## config.mk

```make
export PLATFORM = sky130hd
export DESIGN_NAME = down_converter
export DESIGN_NICKNAME = d
export VERILOG_FILES = /design/src/include/ddc_pkg.sv /design/src/hdl/down_converter.sv
export SDC_FILE = /design/constraint.sdc
export NUM_CORES = 2
export LEC_CHECK = 0
export BUFFER_PORTS_ARGS = -buffer_cell sky130_fd_sc_hd__buf_2
export CORE_MARGIN = 8
export CORE_UTILIZATION = 30
export DETAILED_ROUTE_END_ITERATION = 10
export GPL_TIMING_DRIVEN = 0
export HOLD_SLACK_MARGIN = 0.08
export SLEW_MARGIN = 20
export SYNTH_ARGS = -nofsm -noshare
export SYNTH_HDL_FRONTEND = slang
export SYNTH_SLANG_ARGS = --single-unit
```

## constraint.sdc

```tcl
create_clock -name clk_i -period 29.9 [get_ports clk_i]
set_input_delay 5.98 -clock clk_i [delete_from_list [all_inputs] [get_ports clk_i]]
set_output_delay 5.98 -clock clk_i [all_outputs]
set_load 0.05 [all_outputs]
```

## src/include/ddc_pkg.sv

```systemverilog
// shared constants and carrier types for the down-converter block
package ddc_pkg;
  // register byte offsets
  localparam logic [3:0] CTRL_OFS = 4'h0;
  localparam logic [3:0] FREQ_OFS = 4'h4;
  localparam logic [3:0] ACTIVE_FREQ_OFS = 4'h8;
  localparam logic [3:0] STATUS_OFS = 4'hC;
  // control field positions
  localparam int CTRL_ENABLE_BIT = 0;
  localparam int CTRL_REAL_BIT = 1;
  localparam int CTRL_FS4_BIT = 2;
  localparam int CTRL_SWAP_BIT = 3;
  localparam int CTRL_GAIN6_BIT = 4;
  localparam int CTRL_GAIN3_BIT = 5;
  localparam int CTRL_INVERT_BIT = 6;
  localparam int CTRL_ALIGN_EN_BIT = 7;
  localparam int CTRL_RESTART_BIT = 8;
  localparam int CTRL_RES14_BIT = 9;
  localparam int CTRL_DECIM_LSB = 12;
  localparam int CTRL_DECIM_W = 3;
  localparam int CTRL_W = 15;
  localparam logic [CTRL_W-1:0] CTRL_RESET = 15'h1000;
  localparam logic [31:0] FREQ_RESET = 32'h0000_0000;
  // widths
  localparam int SAMPLE_W = 16;
  localparam int ACC_W = 20;
  localparam int COEF_W = 10;
  localparam int CNT_W = 5;
  localparam logic [2:0] DECIM_LOG2_MIN = 3'h1;
  localparam logic [2:0] DECIM_LOG2_MAX = 3'h5;
  localparam logic [1:0] RES14_ZERO_MASK = 2'h3;
  // first quarter of a 16-point sine, amplitude 511
  localparam logic signed [COEF_W-1:0] SIN_TAB [5] = '{
    10'sh000, 10'sh0C4, 10'sh169, 10'sh1D8, 10'sh1FF};
  // quarter-rate rotation phase, gray ordered
  typedef enum logic [1:0] {
    ROT0 = 2'b00,
    ROT1 = 2'b01,
    ROT2 = 2'b11,
    ROT3 = 2'b10
  } rot_t;
  typedef struct packed {
    logic [SAMPLE_W-1:0] a;
    logic [SAMPLE_W-1:0] b;
  } sample_pair_t;
  typedef struct packed {
    logic [SAMPLE_W-1:0] i;
    logic [SAMPLE_W-1:0] q;
  } iq_t;
  typedef struct packed {
    iq_t a;
    iq_t b;
  } ddc_out_t;
endpackage : ddc_pkg

```

## src/hdl/down_converter.sv

```systemverilog
// dual-channel digital down-converter with wishbone register slave
`timescale 1ns/1ps
module down_converter
  import ddc_pkg::*;
(
  // clock, reset, enable
  input wire logic clk_i,
  input wire logic rst_i,
  input wire logic ce_i,
  // wishbone slave
  input wire logic cyc_i,
  input wire logic stb_i,
  input wire logic we_i,
  input wire logic [3:0] adr_i,
  input wire logic [3:0] sel_i,
  input wire logic [31:0] dat_i,
  output logic [31:0] dat_o,
  output logic ack_o,
  // converter samples and alignment pin
  input wire sample_pair_t sample_i,
  input wire logic powerdown_align_pin_i,
  // decimated stream
  output ddc_out_t data_o,
  output logic valid_o
);
  logic [CTRL_W-1:0] ctrl_reg;
  logic [31:0] freq_reg;
  logic [31:0] freq_active_reg;
  logic [31:0] phase_reg;
  logic [CNT_W-1:0] dec_cnt_reg;
  logic restart_evt_reg;
  logic align_pin_reg;
  logic ack_reg;
  logic [31:0] dat_reg;
  logic pending_reg;
  rot_t rot_reg;
  ddc_out_t out_reg;
  logic valid_reg;
  logic [15:0] out_count_reg;

  logic enable, real_mode, fs4_mode, align_evt, dump, second, gain6_on, gain3_on;
  logic [2:0] dec_k;
  logic [CNT_W-1:0] dec_last, half_last;
  logic wb_req, wb_wr;
  logic signed [COEF_W-1:0] cos_c, sin_c;
  logic signed [ACC_W-1:0] res_i [2];
  logic signed [ACC_W-1:0] res_q [2];
  logic [SAMPLE_W-1:0] ch_in [2];

  assign enable = ctrl_reg[CTRL_ENABLE_BIT];
  assign real_mode = ctrl_reg[CTRL_REAL_BIT];
  assign fs4_mode = ctrl_reg[CTRL_FS4_BIT] & ~real_mode;
  // gain selects passed in so the gain stage follows control changes at once
  assign gain6_on = ctrl_reg[CTRL_GAIN6_BIT] & ~real_mode;
  assign gain3_on = ctrl_reg[CTRL_GAIN3_BIT] & real_mode;

  // decimation factor as log2, out-of-range codes clamp to the nearest legal one
  always_comb begin
    dec_k = ctrl_reg[CTRL_DECIM_LSB +: CTRL_DECIM_W];
    if (dec_k < DECIM_LOG2_MIN) begin
      dec_k = DECIM_LOG2_MIN;
    end else if (dec_k > DECIM_LOG2_MAX) begin
      dec_k = DECIM_LOG2_MAX;
    end
  end
  assign dec_last = CNT_W'((6'h01 << dec_k) - 6'h01);
  assign half_last = dec_last >> 1;
  assign dump = (dec_cnt_reg == dec_last);
  assign second = pending_reg & (dec_cnt_reg == half_last) & ~dump;

  // wishbone: one-cycle answer, dropped the cycle after
  assign wb_req = cyc_i & stb_i & ~ack_reg;
  assign wb_wr = wb_req & we_i;

  // alignment when pin rises with alignment enabled, or restart bit toggled
  assign align_evt = restart_evt_reg |
    (ctrl_reg[CTRL_ALIGN_EN_BIT] & powerdown_align_pin_i & ~align_pin_reg);

  always_ff @(posedge clk_i) begin
    if (rst_i) begin
      align_pin_reg <= 1'b0;
    end else if (ce_i) begin
      align_pin_reg <= powerdown_align_pin_i;
    end
  end

  always_ff @(posedge clk_i) begin
    if (rst_i) begin
      ack_reg <= 1'b0;
      dat_reg <= 32'h0000_0000;
    end else if (ce_i) begin
      ack_reg <= wb_req;
      if (wb_req && !we_i) begin
        case (adr_i)
          CTRL_OFS: dat_reg <= 32'(ctrl_reg);
          FREQ_OFS: dat_reg <= freq_reg;
          ACTIVE_FREQ_OFS: dat_reg <= freq_active_reg;
          STATUS_OFS: dat_reg <= {out_count_reg, 3'h0, pending_reg, rot_reg,
            5'(dec_cnt_reg), 4'h0, enable};
          default: dat_reg <= 32'h0000_0000;
        endcase
      end
    end
  end
  assign ack_o = ack_reg;
  assign dat_o = dat_reg;

  // control register with restart toggle detection
  always_ff @(posedge clk_i) begin
    if (rst_i) begin
      ctrl_reg <= CTRL_RESET;
      restart_evt_reg <= 1'b0;
    end else if (ce_i) begin
      restart_evt_reg <= 1'b0;
      if (wb_wr && adr_i == CTRL_OFS) begin
        if (sel_i[0]) begin
          ctrl_reg[7:0] <= dat_i[7:0];
        end
        if (sel_i[1]) begin
          ctrl_reg[CTRL_W-1:8] <= dat_i[CTRL_W-1:8];
          restart_evt_reg <= dat_i[CTRL_RESTART_BIT] != ctrl_reg[CTRL_RESTART_BIT];
        end
      end
    end
  end

  // pending frequency word, per byte lane
  always_ff @(posedge clk_i) begin
    if (rst_i) begin
      freq_reg <= FREQ_RESET;
    end else if (ce_i && wb_wr && adr_i == FREQ_OFS) begin
      for (int b = 0; b < 4; b++) begin
        if (sel_i[b]) begin
          freq_reg[8*b +: 8] <= dat_i[8*b +: 8];
        end
      end
    end
  end

  // oscillator: a frequency write alone never changes the running frequency
  always_ff @(posedge clk_i) begin
    if (rst_i) begin
      freq_active_reg <= FREQ_RESET;
      phase_reg <= 32'h0000_0000;
    end else if (ce_i) begin
      if (align_evt) begin
        freq_active_reg <= freq_reg;
        phase_reg <= 32'h0000_0000;
      end else if (enable && !real_mode) begin
        // signed wrap of the accumulator covers minus to plus half rate
        phase_reg <= phase_reg + freq_active_reg;
      end
    end
  end

  // 16-point sine from a quarter table; top four phase bits address it
  function automatic logic signed [COEF_W-1:0] sin16(input logic [3:0] idx);
    logic [2:0] m;
    logic signed [COEF_W-1:0] mag;
    m = idx[2:0];
    mag = (m <= 3'h4) ? SIN_TAB[m] : SIN_TAB[3'h0 - m];
    sin16 = idx[3] ? -mag : mag;
  endfunction : sin16

  assign cos_c = sin16(phase_reg[31:28] + 4'h4);
  // inverted phase flips the quadrature term, selecting the other image
  assign sin_c = ctrl_reg[CTRL_INVERT_BIT] ? -sin16(phase_reg[31:28]) :
    sin16(phase_reg[31:28]);

  // swap ahead of both filters
  assign ch_in[0] = ctrl_reg[CTRL_SWAP_BIT] ? sample_i.b : sample_i.a;
  assign ch_in[1] = ctrl_reg[CTRL_SWAP_BIT] ? sample_i.a : sample_i.b;

  // decimation divider
  always_ff @(posedge clk_i) begin
    if (rst_i) begin
      dec_cnt_reg <= '0;
    end else if (ce_i) begin
      if (align_evt || !enable || dump) begin
        dec_cnt_reg <= '0;
      end else begin
        dec_cnt_reg <= dec_cnt_reg + CNT_W'(1);
      end
    end
  end

  // per channel: mixer, accumulate-and-dump filter, gain
  for (genvar c = 0; c < 2; c++) begin : g_chan
    logic signed [SAMPLE_W+COEF_W-1:0] prod_i, prod_q;
    logic signed [SAMPLE_W-1:0] mix_i, mix_q;
    logic signed [ACC_W-1:0] acc_i_reg, acc_q_reg, term_i, term_q;
    logic signed [ACC_W-1:0] sum_i, sum_q, full_i, full_q;
    logic [2:0] up;

    assign prod_i = $signed(ch_in[c]) * cos_c;
    assign prod_q = $signed(ch_in[c]) * sin_c;
    // real mode bypasses the mixer and leaves the quadrature path idle
    assign mix_i = real_mode ? $signed(ch_in[c]) : prod_i[SAMPLE_W+COEF_W-2:COEF_W-1];
    assign mix_q = real_mode ? '0 : prod_q[SAMPLE_W+COEF_W-2:COEF_W-1];
    // halved input so 32 summed samples still fit the 20-bit word
    assign term_i = ACC_W'(mix_i >>> 1);
    assign term_q = ACC_W'(mix_q >>> 1);
    assign sum_i = acc_i_reg + term_i;
    assign sum_q = acc_q_reg + term_q;
    assign up = DECIM_LOG2_MAX - dec_k;
    assign full_i = sum_i <<< up;
    assign full_q = sum_q <<< up;

    always_ff @(posedge clk_i) begin
      if (rst_i) begin
        acc_i_reg <= '0;
        acc_q_reg <= '0;
      end else if (ce_i) begin
        if (align_evt || !enable || dump) begin
          acc_i_reg <= '0;
          acc_q_reg <= '0;
        end else begin
          acc_i_reg <= sum_i;
          acc_q_reg <= sum_q;
        end
      end
    end

    assign res_i[c] = apply_gain(full_i, gain6_on, gain3_on);
    assign res_q[c] = apply_gain(full_q, gain6_on, gain3_on);
  end

  // optional gain with saturation at 20 bits; 3 dB is 1 + 1/4 + 1/8 + 1/32
  function automatic logic signed [ACC_W-1:0] apply_gain(input logic signed [ACC_W-1:0] x,
    input logic g6, input logic g3);
    logic signed [ACC_W+1:0] w;
    w = {{2{x[ACC_W-1]}}, x};
    if (g6) begin
      w = w <<< 1;
    end else if (g3) begin
      w = w + (w >>> 2) + (w >>> 3) + (w >>> 5);
    end
    if (w > $signed({3'b000, {(ACC_W-1){1'b1}}})) begin
      apply_gain = {1'b0, {(ACC_W-1){1'b1}}};
    end else if (w < $signed({3'b111, {(ACC_W-1){1'b0}}})) begin
      apply_gain = {1'b1, {(ACC_W-1){1'b0}}};
    end else begin
      apply_gain = w[ACC_W-1:0];
    end
  endfunction : apply_gain

  // keep the top bits; low bits dropped, two more when 14-bit output is chosen
  function automatic logic [SAMPLE_W-1:0] trunc(input logic signed [ACC_W-1:0] x);
    trunc = x[ACC_W-1:ACC_W-SAMPLE_W];
    if (ctrl_reg[CTRL_RES14_BIT]) begin
      trunc[1:0] = trunc[1:0] & ~RES14_ZERO_MASK;
    end
  endfunction : trunc

  // quarter-rate rotation: real part of (i + jq) times j^n
  function automatic logic signed [ACC_W-1:0] rotate(input rot_t r,
    input logic signed [ACC_W-1:0] i, input logic signed [ACC_W-1:0] q);
    case (r)
      ROT0: rotate = i;
      ROT1: rotate = -q;
      ROT2: rotate = -i;
      ROT3: rotate = q;
      default: rotate = i;
    endcase
  endfunction : rotate

  function automatic rot_t rot_step(input rot_t r);
    case (r)
      ROT0: rot_step = ROT1;
      ROT1: rot_step = ROT2;
      ROT2: rot_step = ROT3;
      ROT3: rot_step = ROT0;
      default: rot_step = ROT0;
    endcase
  endfunction : rot_step

  // the second real sample of a pair is rotated from the held complex result
  logic signed [ACC_W-1:0] held_i_reg [2];
  logic signed [ACC_W-1:0] held_q_reg [2];

  always_ff @(posedge clk_i) begin
    if (rst_i) begin
      rot_reg <= ROT0;
      pending_reg <= 1'b0;
      for (int c = 0; c < 2; c++) begin
        held_i_reg[c] <= '0;
        held_q_reg[c] <= '0;
      end
    end else if (ce_i) begin
      if (align_evt || !enable || !fs4_mode) begin
        rot_reg <= ROT0;
        pending_reg <= 1'b0;
      end else if (dump) begin
        rot_reg <= rot_step(rot_reg);
        pending_reg <= 1'b1;
        for (int c = 0; c < 2; c++) begin
          held_i_reg[c] <= res_i[c];
          held_q_reg[c] <= res_q[c];
        end
      end else if (second) begin
        rot_reg <= rot_step(rot_reg);
        pending_reg <= 1'b0;
      end
    end
  end

  // output stage
  always_ff @(posedge clk_i) begin
    if (rst_i) begin
      out_reg <= '0;
      valid_reg <= 1'b0;
      out_count_reg <= 16'h0000;
    end else if (ce_i) begin
      valid_reg <= 1'b0;
      if (!enable) begin
        out_reg.a.i <= ch_in[0];
        out_reg.a.q <= '0;
        out_reg.b.i <= ch_in[1];
        out_reg.b.q <= '0;
        valid_reg <= 1'b1;
      end else if (align_evt) begin
        valid_reg <= 1'b0;
      end else if (fs4_mode && (dump || second)) begin
        for (int c = 0; c < 2; c++) begin
          if (c == 0) begin
            out_reg.a.i <= trunc(dump ? rotate(rot_reg, res_i[c], res_q[c]) :
              rotate(rot_reg, held_i_reg[c], held_q_reg[c]));
            out_reg.a.q <= '0;
          end else begin
            out_reg.b.i <= trunc(dump ? rotate(rot_reg, res_i[c], res_q[c]) :
              rotate(rot_reg, held_i_reg[c], held_q_reg[c]));
            out_reg.b.q <= '0;
          end
        end
        valid_reg <= 1'b1;
        out_count_reg <= out_count_reg + 16'h0001;
      end else if (dump) begin
        out_reg.a.i <= trunc(res_i[0]);
        out_reg.a.q <= trunc(res_q[0]);
        out_reg.b.i <= trunc(res_i[1]);
        out_reg.b.q <= trunc(res_q[1]);
        valid_reg <= 1'b1;
        out_count_reg <= out_count_reg + 16'h0001;
      end
    end
  end
  assign data_o = out_reg;
  assign valid_o = valid_reg;
endmodule : down_converter

```

# ---- Word-level counts from Yosys, hierarchy flattened
# Memory sizes are Yosys's and may differ from the RTL's.
# Index checks and enable logic that the tools add are counted.
dict set report classes {
  n_mux 86
  n_mul 4
  reduce_logical 31
  n_lt_le_gt_ge 16
  n_bitwise 24
  add_sub_neg 35
  div_mod_pow 0
  n_shift 5
  n_eq_ne 11
}
# op n
set op_table {}
lappend op_table {{2-to-1 mux 20 bit} 18}
lappend op_table {{case mux 20 bit (4 select lines)} 4}
lappend op_table {{2-to-1 mux 64 bit} 4}
lappend op_table {{2-to-1 mux 22 bit} 8}
lappend op_table {{negation 20 bit} 8}
lappend op_table {{2-to-1 mux 10 bit} 13}
lappend op_table {{2-to-1 mux 16 bit} 8}
lappend op_table {{case mux 32 bit (4 select lines)} 1}
lappend op_table {{multiplier 16 x 10 -> 25 bit} 4}
lappend op_table {{adder 21 x 17 -> 22 bit} 4}
lappend op_table {{adder 22 x 15 -> 22 bit} 4}
lappend op_table {{greater-than comparator 22 x 20 -> 1 bit (second input constant)} 4}
lappend op_table {{less-than comparator 22 x 20 -> 1 bit (second input constant)} 4}
lappend op_table {{adder 20 x 18 -> 21 bit} 4}
lappend op_table {{adder 20 x 15 -> 20 bit} 4}
lappend op_table {{<<< shifter 20 x 3 -> 20 bit} 4}
lappend op_table {{2-to-1 mux 32 bit} 2}
lappend op_table {{adder 32 bit} 1}
lappend op_table {{negation 10 bit} 3}
lappend op_table {{2-to-1 mux 2 bit} 9}
lappend op_table {{adder 16 x 1 -> 16 bit (second input constant)} 1}
lappend op_table {{greater-or-equal comparator 4 bit (second input constant)} 4}
lappend op_table {{NOT 3 -> 4 bit} 4}
lappend op_table {{AND reduction 2 bit} 8}
lappend op_table {{34 further kinds} 84}
dict set report word_totals {
  latch_bits 0
  romBits 320
  wordCells 243
  regBits 315
  in_bits 79
  memories 6
  mem_bits_rw 80
  output_inout_bits 98
}
# name words word_bits rd rd_clocked_by_memory_dff wr line_no
set memory_table {}
lappend memory_table {{(no name shown)} 8 10 1 0 0 down_converter.sv:161} ;# mag = (m <= 3'h4) ? SIN_TAB[m] : SIN_TAB[3'h0 - m];
lappend memory_table {{(no name shown)} 8 10 1 0 0 down_converter.sv:161}
lappend memory_table {{(no name shown)} 8 10 1 0 0 down_converter.sv:161}
lappend memory_table {{(no name shown)} 8 10 1 0 0 down_converter.sv:161}
lappend memory_table {held_i_reg 2 20 2 0 2 down_converter.sv:278} ;# logic signed [ACC_W-1:0] held_i_reg [2];
lappend memory_table {held_q_reg 2 20 2 0 2 down_converter.sv:279} ;# logic signed [ACC_W-1:0] held_q_reg [2];

# ---- Longest topological paths before layout
dict set report logic_depth {
  ltp_word 29
  ltp_mapped 74
  ltp_nobuf 70
}

# ---- Least setup slack after synthesis
# OpenSTA, ideal clock, no wires.
dict set report synth_timing {
  path_kind {input-to-reg}
  from {input sample_i[16] in the netlist's numbering}
  to {register out_reg (netlist bit data_o[30])}
  t_arrival_ns 18.530
  stages 51
  slack_ns 11.244
  required_ns 29.775
  setup_time_ns 0.125
  n_path_buf 1
  cell_sequence {mux2i_1 -> clkbuf_1 -> nand2_1 -> fa_1 -> fa_1 -> inv_1 -> fa_1 -> inv_1 -> fa_1 -> inv_1 -> fa_1 -> ha_1 -> a2111oi_0 -> o21ai_0 -> a221oi_1 -> a21boi_1 -> a31o_2 -> o21a_1 -> [15 not listed] -> fa_1 -> ha_1 -> or3_1 -> a211oi_1 -> inv_1 -> o21bai_1 -> xor2_1 -> a2bb2oi_1 -> nand2_1 -> nand3_1 -> a21boi_0 -> o21ai_0 -> nand3b_1 -> nor2_1 -> o21ai_0 -> a31o_2 -> nor4b_1 -> nor3_1}
}
dict set report synth_between {
  elab_chain_len 19
  elab_cells_between_ends 35
  classes_between {add/sub (10); mul (2); order compare (4); shift (2); mux (17)}
}
# element line_no
set synth_lines {}
lappend synth_lines {{start: declaration} down_converter.sv:20} ;# input wire sample_pair_t sample_i,
lappend synth_lines {{2-to-1 mux 16 bit (*)} down_converter.sv:172} ;# assign ch_in[1] = ctrl_reg[CTRL_SWAP_BIT] ? sample_i.a : sample_i.b;
lappend synth_lines {{multiplier 16 x 10 -> 25 bit (on tied branches)} {down_converter.sv:195, down_converter.sv:196}}
lappend synth_lines {{2-to-1 mux 16 bit (on tied branches)} {down_converter.sv:198, down_converter.sv:199}}
lappend synth_lines {{adder 20 x 15 -> 20 bit (on tied branches)} {down_converter.sv:203, down_converter.sv:204}}
lappend synth_lines {{<<< shifter 20 x 3 -> 20 bit (on tied branches)} {down_converter.sv:206, down_converter.sv:207}}
lappend synth_lines {{adder 20 x 18 -> 21 bit} down_converter.sv:236} ;# w = w + (w >>> 2) + (w >>> 3) + (w >>> 5);
lappend synth_lines {{adder 21 x 17 -> 22 bit} down_converter.sv:236}
lappend synth_lines {{adder 22 x 15 -> 22 bit} down_converter.sv:236}
lappend synth_lines {{[3 not listed]} -}
lappend synth_lines {{2-to-1 mux 20 bit} down_converter.sv:240} ;# end else if (w < $signed({3'b111, {(ACC_W-1){1'b0}}})) begin
lappend synth_lines {{2-to-1 mux 20 bit} down_converter.sv:238} ;# if (w > $signed({3'b000, {(ACC_W-1){1'b1}}})) begin
lappend synth_lines {{negation 20 bit (on tied branches)} {down_converter.sv:261, down_converter.sv:260}}
lappend synth_lines {{case mux 20 bit (4 select lines)} down_converter.sv:258} ;# case (r)
lappend synth_lines {{2-to-1 mux 20 bit} down_converter.sv:330} ;# out_reg.b.i <= trunc(dump ? rotate(rot_reg, res_i[c], res_q[c]) :
lappend synth_lines {{2-to-1 mux 64 bit (*)} down_converter.sv:323} ;# end else if (fs4_mode && (dump || second)) begin
lappend synth_lines {{2-to-1 mux 64 bit (*)} down_converter.sv:321} ;# end else if (align_evt) begin
lappend synth_lines {{2-to-1 mux 64 bit (*)} down_converter.sv:315} ;# if (!enable) begin
lappend synth_lines {{end: declaration} down_converter.sv:37} ;# ddc_out_t out_reg;
# Every way passes the cells marked *; elsewhere a longest branch is shown, timed or not. The select of a mux whose other input is x is not followed.
# A chain may end at the register's enable or synchronous reset.

# ---- Worst setup path after layout
dict set report layout_timing {
  from {input sample_i[8] in the netlist's numbering}
  to {register out_reg (netlist bit data_o[30])}
}
# Same word-level chain as after synthesis.

==> impl_metrics.env <==
export IMPL_post_route_period_util=0.773
export IMPL_fin_skew_ps=65.5
export IMPL_h_tree_depth=2
export IMPL_first_pass_iters=6
export IMPL_ioPinCount=177
export IMPL_synthCells=7403
export IMPL_status="finished clean"
export IMPL_rows=164
export IMPL_cts_buffers=48
export IMPL_cts_root_buf="clkbuf_16"
export IMPL_grt_pass1_vias=58700
export IMPL_synth_nets=8582
export IMPL_die_y_um=463
export IMPL_worstMarginPinSlew_ps=1370
export IMPL_ff2ff_path_depth=67
export IMPL_fin_nets=8838
export IMPL_pre_cts_ws_ps=6700
export IMPL_ys_seq_area_frac=0.145
export IMPL_synthFlopType="dfxtp_1"
export IMPL_async_flop_share=0
export IMPL_ant_nets=0
export IMPL_fmax_mhz=43.3
export IMPL_largest_reg_flops=64
export IMPL_maxCapViolCount=0
export IMPL_yosysWarnings=0
export IMPL_cts_resized=0
export IMPL_start_kind="input pin"
export IMPL_synth_cell_types=109
export IMPL_grt_antenna_before_repair=31
export IMPL_max_slew_margin=0.0789
export IMPL_end_kind="register"
export IMPL_place_gp_congestion=1.02
export IMPL_reg2reg_slack_ps=8000
export IMPL_drt_initial_drc_count=6670
export IMPL_slew_violations=0
export IMPL_viasPerCell=5.77
export IMPL_crit_top_cell="fa_1"
export IMPL_wl_per_cell_um=27.8
export IMPL_worstHoldEndpoint="phase_reg[14]"
export IMPL_worstHoldPathCells=2
export IMPL_post_cts_buffers=0
export IMPL_hold_path_startpoint="phase_reg[14]"
export IMPL_initial_core_util=0.301
export IMPL_cts_sinks=395
export IMPL_grt_max_degree=54
export IMPL_synth_seq_cells=395
export IMPL_fp_dieArea_um2=215000
export IMPL_worst_setup_path_type="in2reg"
export IMPL_syn_area_per_cell_um2=8.11
export IMPL_crit_fanout=11
export IMPL_placed_cell_area_um2=64900
export IMPL_synth_edf_count=80
export IMPL_setup_violations=0
export IMPL_dp_hpwl_um=237000
export IMPL_grt_pass1_wl_um=412000
export IMPL_drt_total_wl_um=288000
export IMPL_syn_cell_area_um2=60100
export IMPL_worstPathRequired_ps=30450
export IMPL_period_needed_ps=23110
export IMPL_grt_overflow=0
export IMPL_hold_viol_final=0
export IMPL_fp_dieW_um=463
export IMPL_tns_ps=0
export IMPL_clock_path_buffers=3
export IMPL_grt_setup_unrepaired="no"
export IMPL_instances_no_fill=10400
export IMPL_worst_r2r_startpoint="phase_reg[28]"
export IMPL_clk_pin_slew_ps=80
export IMPL_io_buffers=173
export IMPL_vias=59900
export IMPL_drive_gt1_frac=0.0714
export IMPL_syn2layout_area_growth_pct=10.9
export IMPL_cts_tree="built"
export IMPL_cpMaxStageDelayCell="nor3_1"
export IMPL_core_um2=199000
export IMPL_ctsHoldBuffers=0
export IMPL_grt_use_total=0.256
export IMPL_fin_area_um2=66600
export IMPL_worstHoldPathType="reg2reg"
export IMPL_reg2reg_to="data_o[18]"
export IMPL_worstPathArrival_ps=23660
export IMPL_placed_cells=10300
export IMPL_timing_final_ws_setup_ps=6790
export IMPL_max_stage_delay_ps=960
export IMPL_insertion_delay_ps=670
export IMPL_drc=0
==> critical path, delay by kind of cell <==
kind | cells | cell delay [ps]
AO/OA/AOI/OAI | 22 | 7260
XOR/XNOR | 3 | 1120
adder cells (fa/ha/maj) | 9 | 4160
buffers and inverters | 7 | 1510
multiplexers | 1 | 360
AND/OR/NAND/NOR | 10 | 3230
==> per-layer routing <==
metal	GRT usage	routed length (µm)
met2	0.394	125000
met1	0.333	116000
met4	0.133	18000
met3	0.0617	29100
met5	0	60
==> logic make-up after synthesis <==
logic type      count (synthesis)  synth area share
fa+ha+maj                    1101             0.311
mux                           223            0.0456
simple gates                 2327             0.171
xor+xnor                      333            0.0489
compound gates               1789             0.201
buf+inv                      1235            0.0779
flops                         395             0.145
==> cells in the final DEF (no fill, tap or decap), types with 40 or more instances in the layout <==
master,Yosys,layout
xor2_1,113,113
and3_1,40,40
a31oi_1,53,50
dfxtp_1,315,315
fa_1,655,655
inv_1,826,826
nor3_1,147,145
o21a_1,86,86
mux2_2,61,61
buf_2,6,186
ha_1,445,445
nand3_1,86,86
mux2i_1,124,98
edfxtp_1,80,80
xnor2_1,217,216
o21ai_0,326,319
a21o_1,103,103
or3_1,44,44
clkbuf_16,0,49
a211oi_1,84,79
a22oi_1,167,167
nor2_1,970,967
and2_1,47,47
o211ai_1,61,61
clkbuf_1,355,357
nand2_1,692,691
nand2b_1,86,86
a21oi_1,425,424
nor2b_1,63,63
==> worst max-delay path by stage <==
stage / slack [ps] / startpoint / to
after global placement: 5520 / sample_i[3] / data_o[55]
after detailed placement: 6700 / sample_i[24] / data_o[30]
after floorplan: 11240 / sample_i[16] / data_o[30]
after global routing: 6310 / sample_i[17] / data_o[26]
after CTS: 7360 / sample_i[24] / data_o[30]
final: 6790 / sample_i[8] / data_o[30]
==> per-stage QoR <==
| step | hold WS, ps | utilization |
|---|---|---|
| 2_1_floorplan | 436 | - |
| 3_3_place_gp | 446 | 0.322 |
| 3_5_place_dp | 455 | 0.325 |
| 4_1_cts | 462 | 0.334 |
| 5_1_grt | 487 | 0.334 |
| 6_report | 464 | 0.334 |
==> synthesized netlist by cell type, drive strengths merged, types with 16 or more instances <==
cell type / instances / area share
o21ai: 344 / 0.029
a21boi: 16 / 0.0020
mux2: 65 / 0.012
clkbuf: 355 / 0.022
nor3: 147 / 0.012
or2: 37 / 0.0039
o211ai: 61 / 0.0076
a21oi: 426 / 0.036
nor2b: 63 / 0.0066
nand2: 693 / 0.043
xnor2: 220 / 0.032
or3: 45 / 0.0048
a22o: 31 / 0.0045
nand3: 86 / 0.0072
nand2b: 86 / 0.0090
a211oi: 85 / 0.011
ha: 445 / 0.093
o22ai: 38 / 0.0040
fa: 655 / 0.22
a21o: 103 / 0.013
and3: 40 / 0.0042
o31ai: 36 / 0.0048
nand4: 32 / 0.0034
inv: 830 / 0.052
o21a: 86 / 0.011
mux2i: 124 / 0.021
o221ai: 28 / 0.0041
mux4: 34 / 0.013
nor2: 970 / 0.061
and2: 48 / 0.0050
a221oi: 40 / 0.0060
a22oi: 167 / 0.021
edfxtp: 80 / 0.040
a31oi: 54 / 0.0057
o311ai: 24 / 0.0036
xor2: 113 / 0.016
dfxtp: 315 / 0.10
buf: 46 / 0.0036
o21bai: 25 / 0.0031
a211o: 31 / 0.0045
==> area by class of cell <==
cell class | count | area [µm²]
antenna | 19 | 47.5
buffer | 401 | 1550
clock buffer | 68 | 1400
clock inverter | 21 | 262
fill | 21200 | 133000
inverter | 834 | 3130
multi-input combinational | 5773 | 47100
sequential | 395 | 8710
tap | 2656 | 3320
timing repair buffer | 206 | 1160
Power is not shown: default switching activity piles up to over one toggle a cycle in this logic, so the estimate is an artifact.
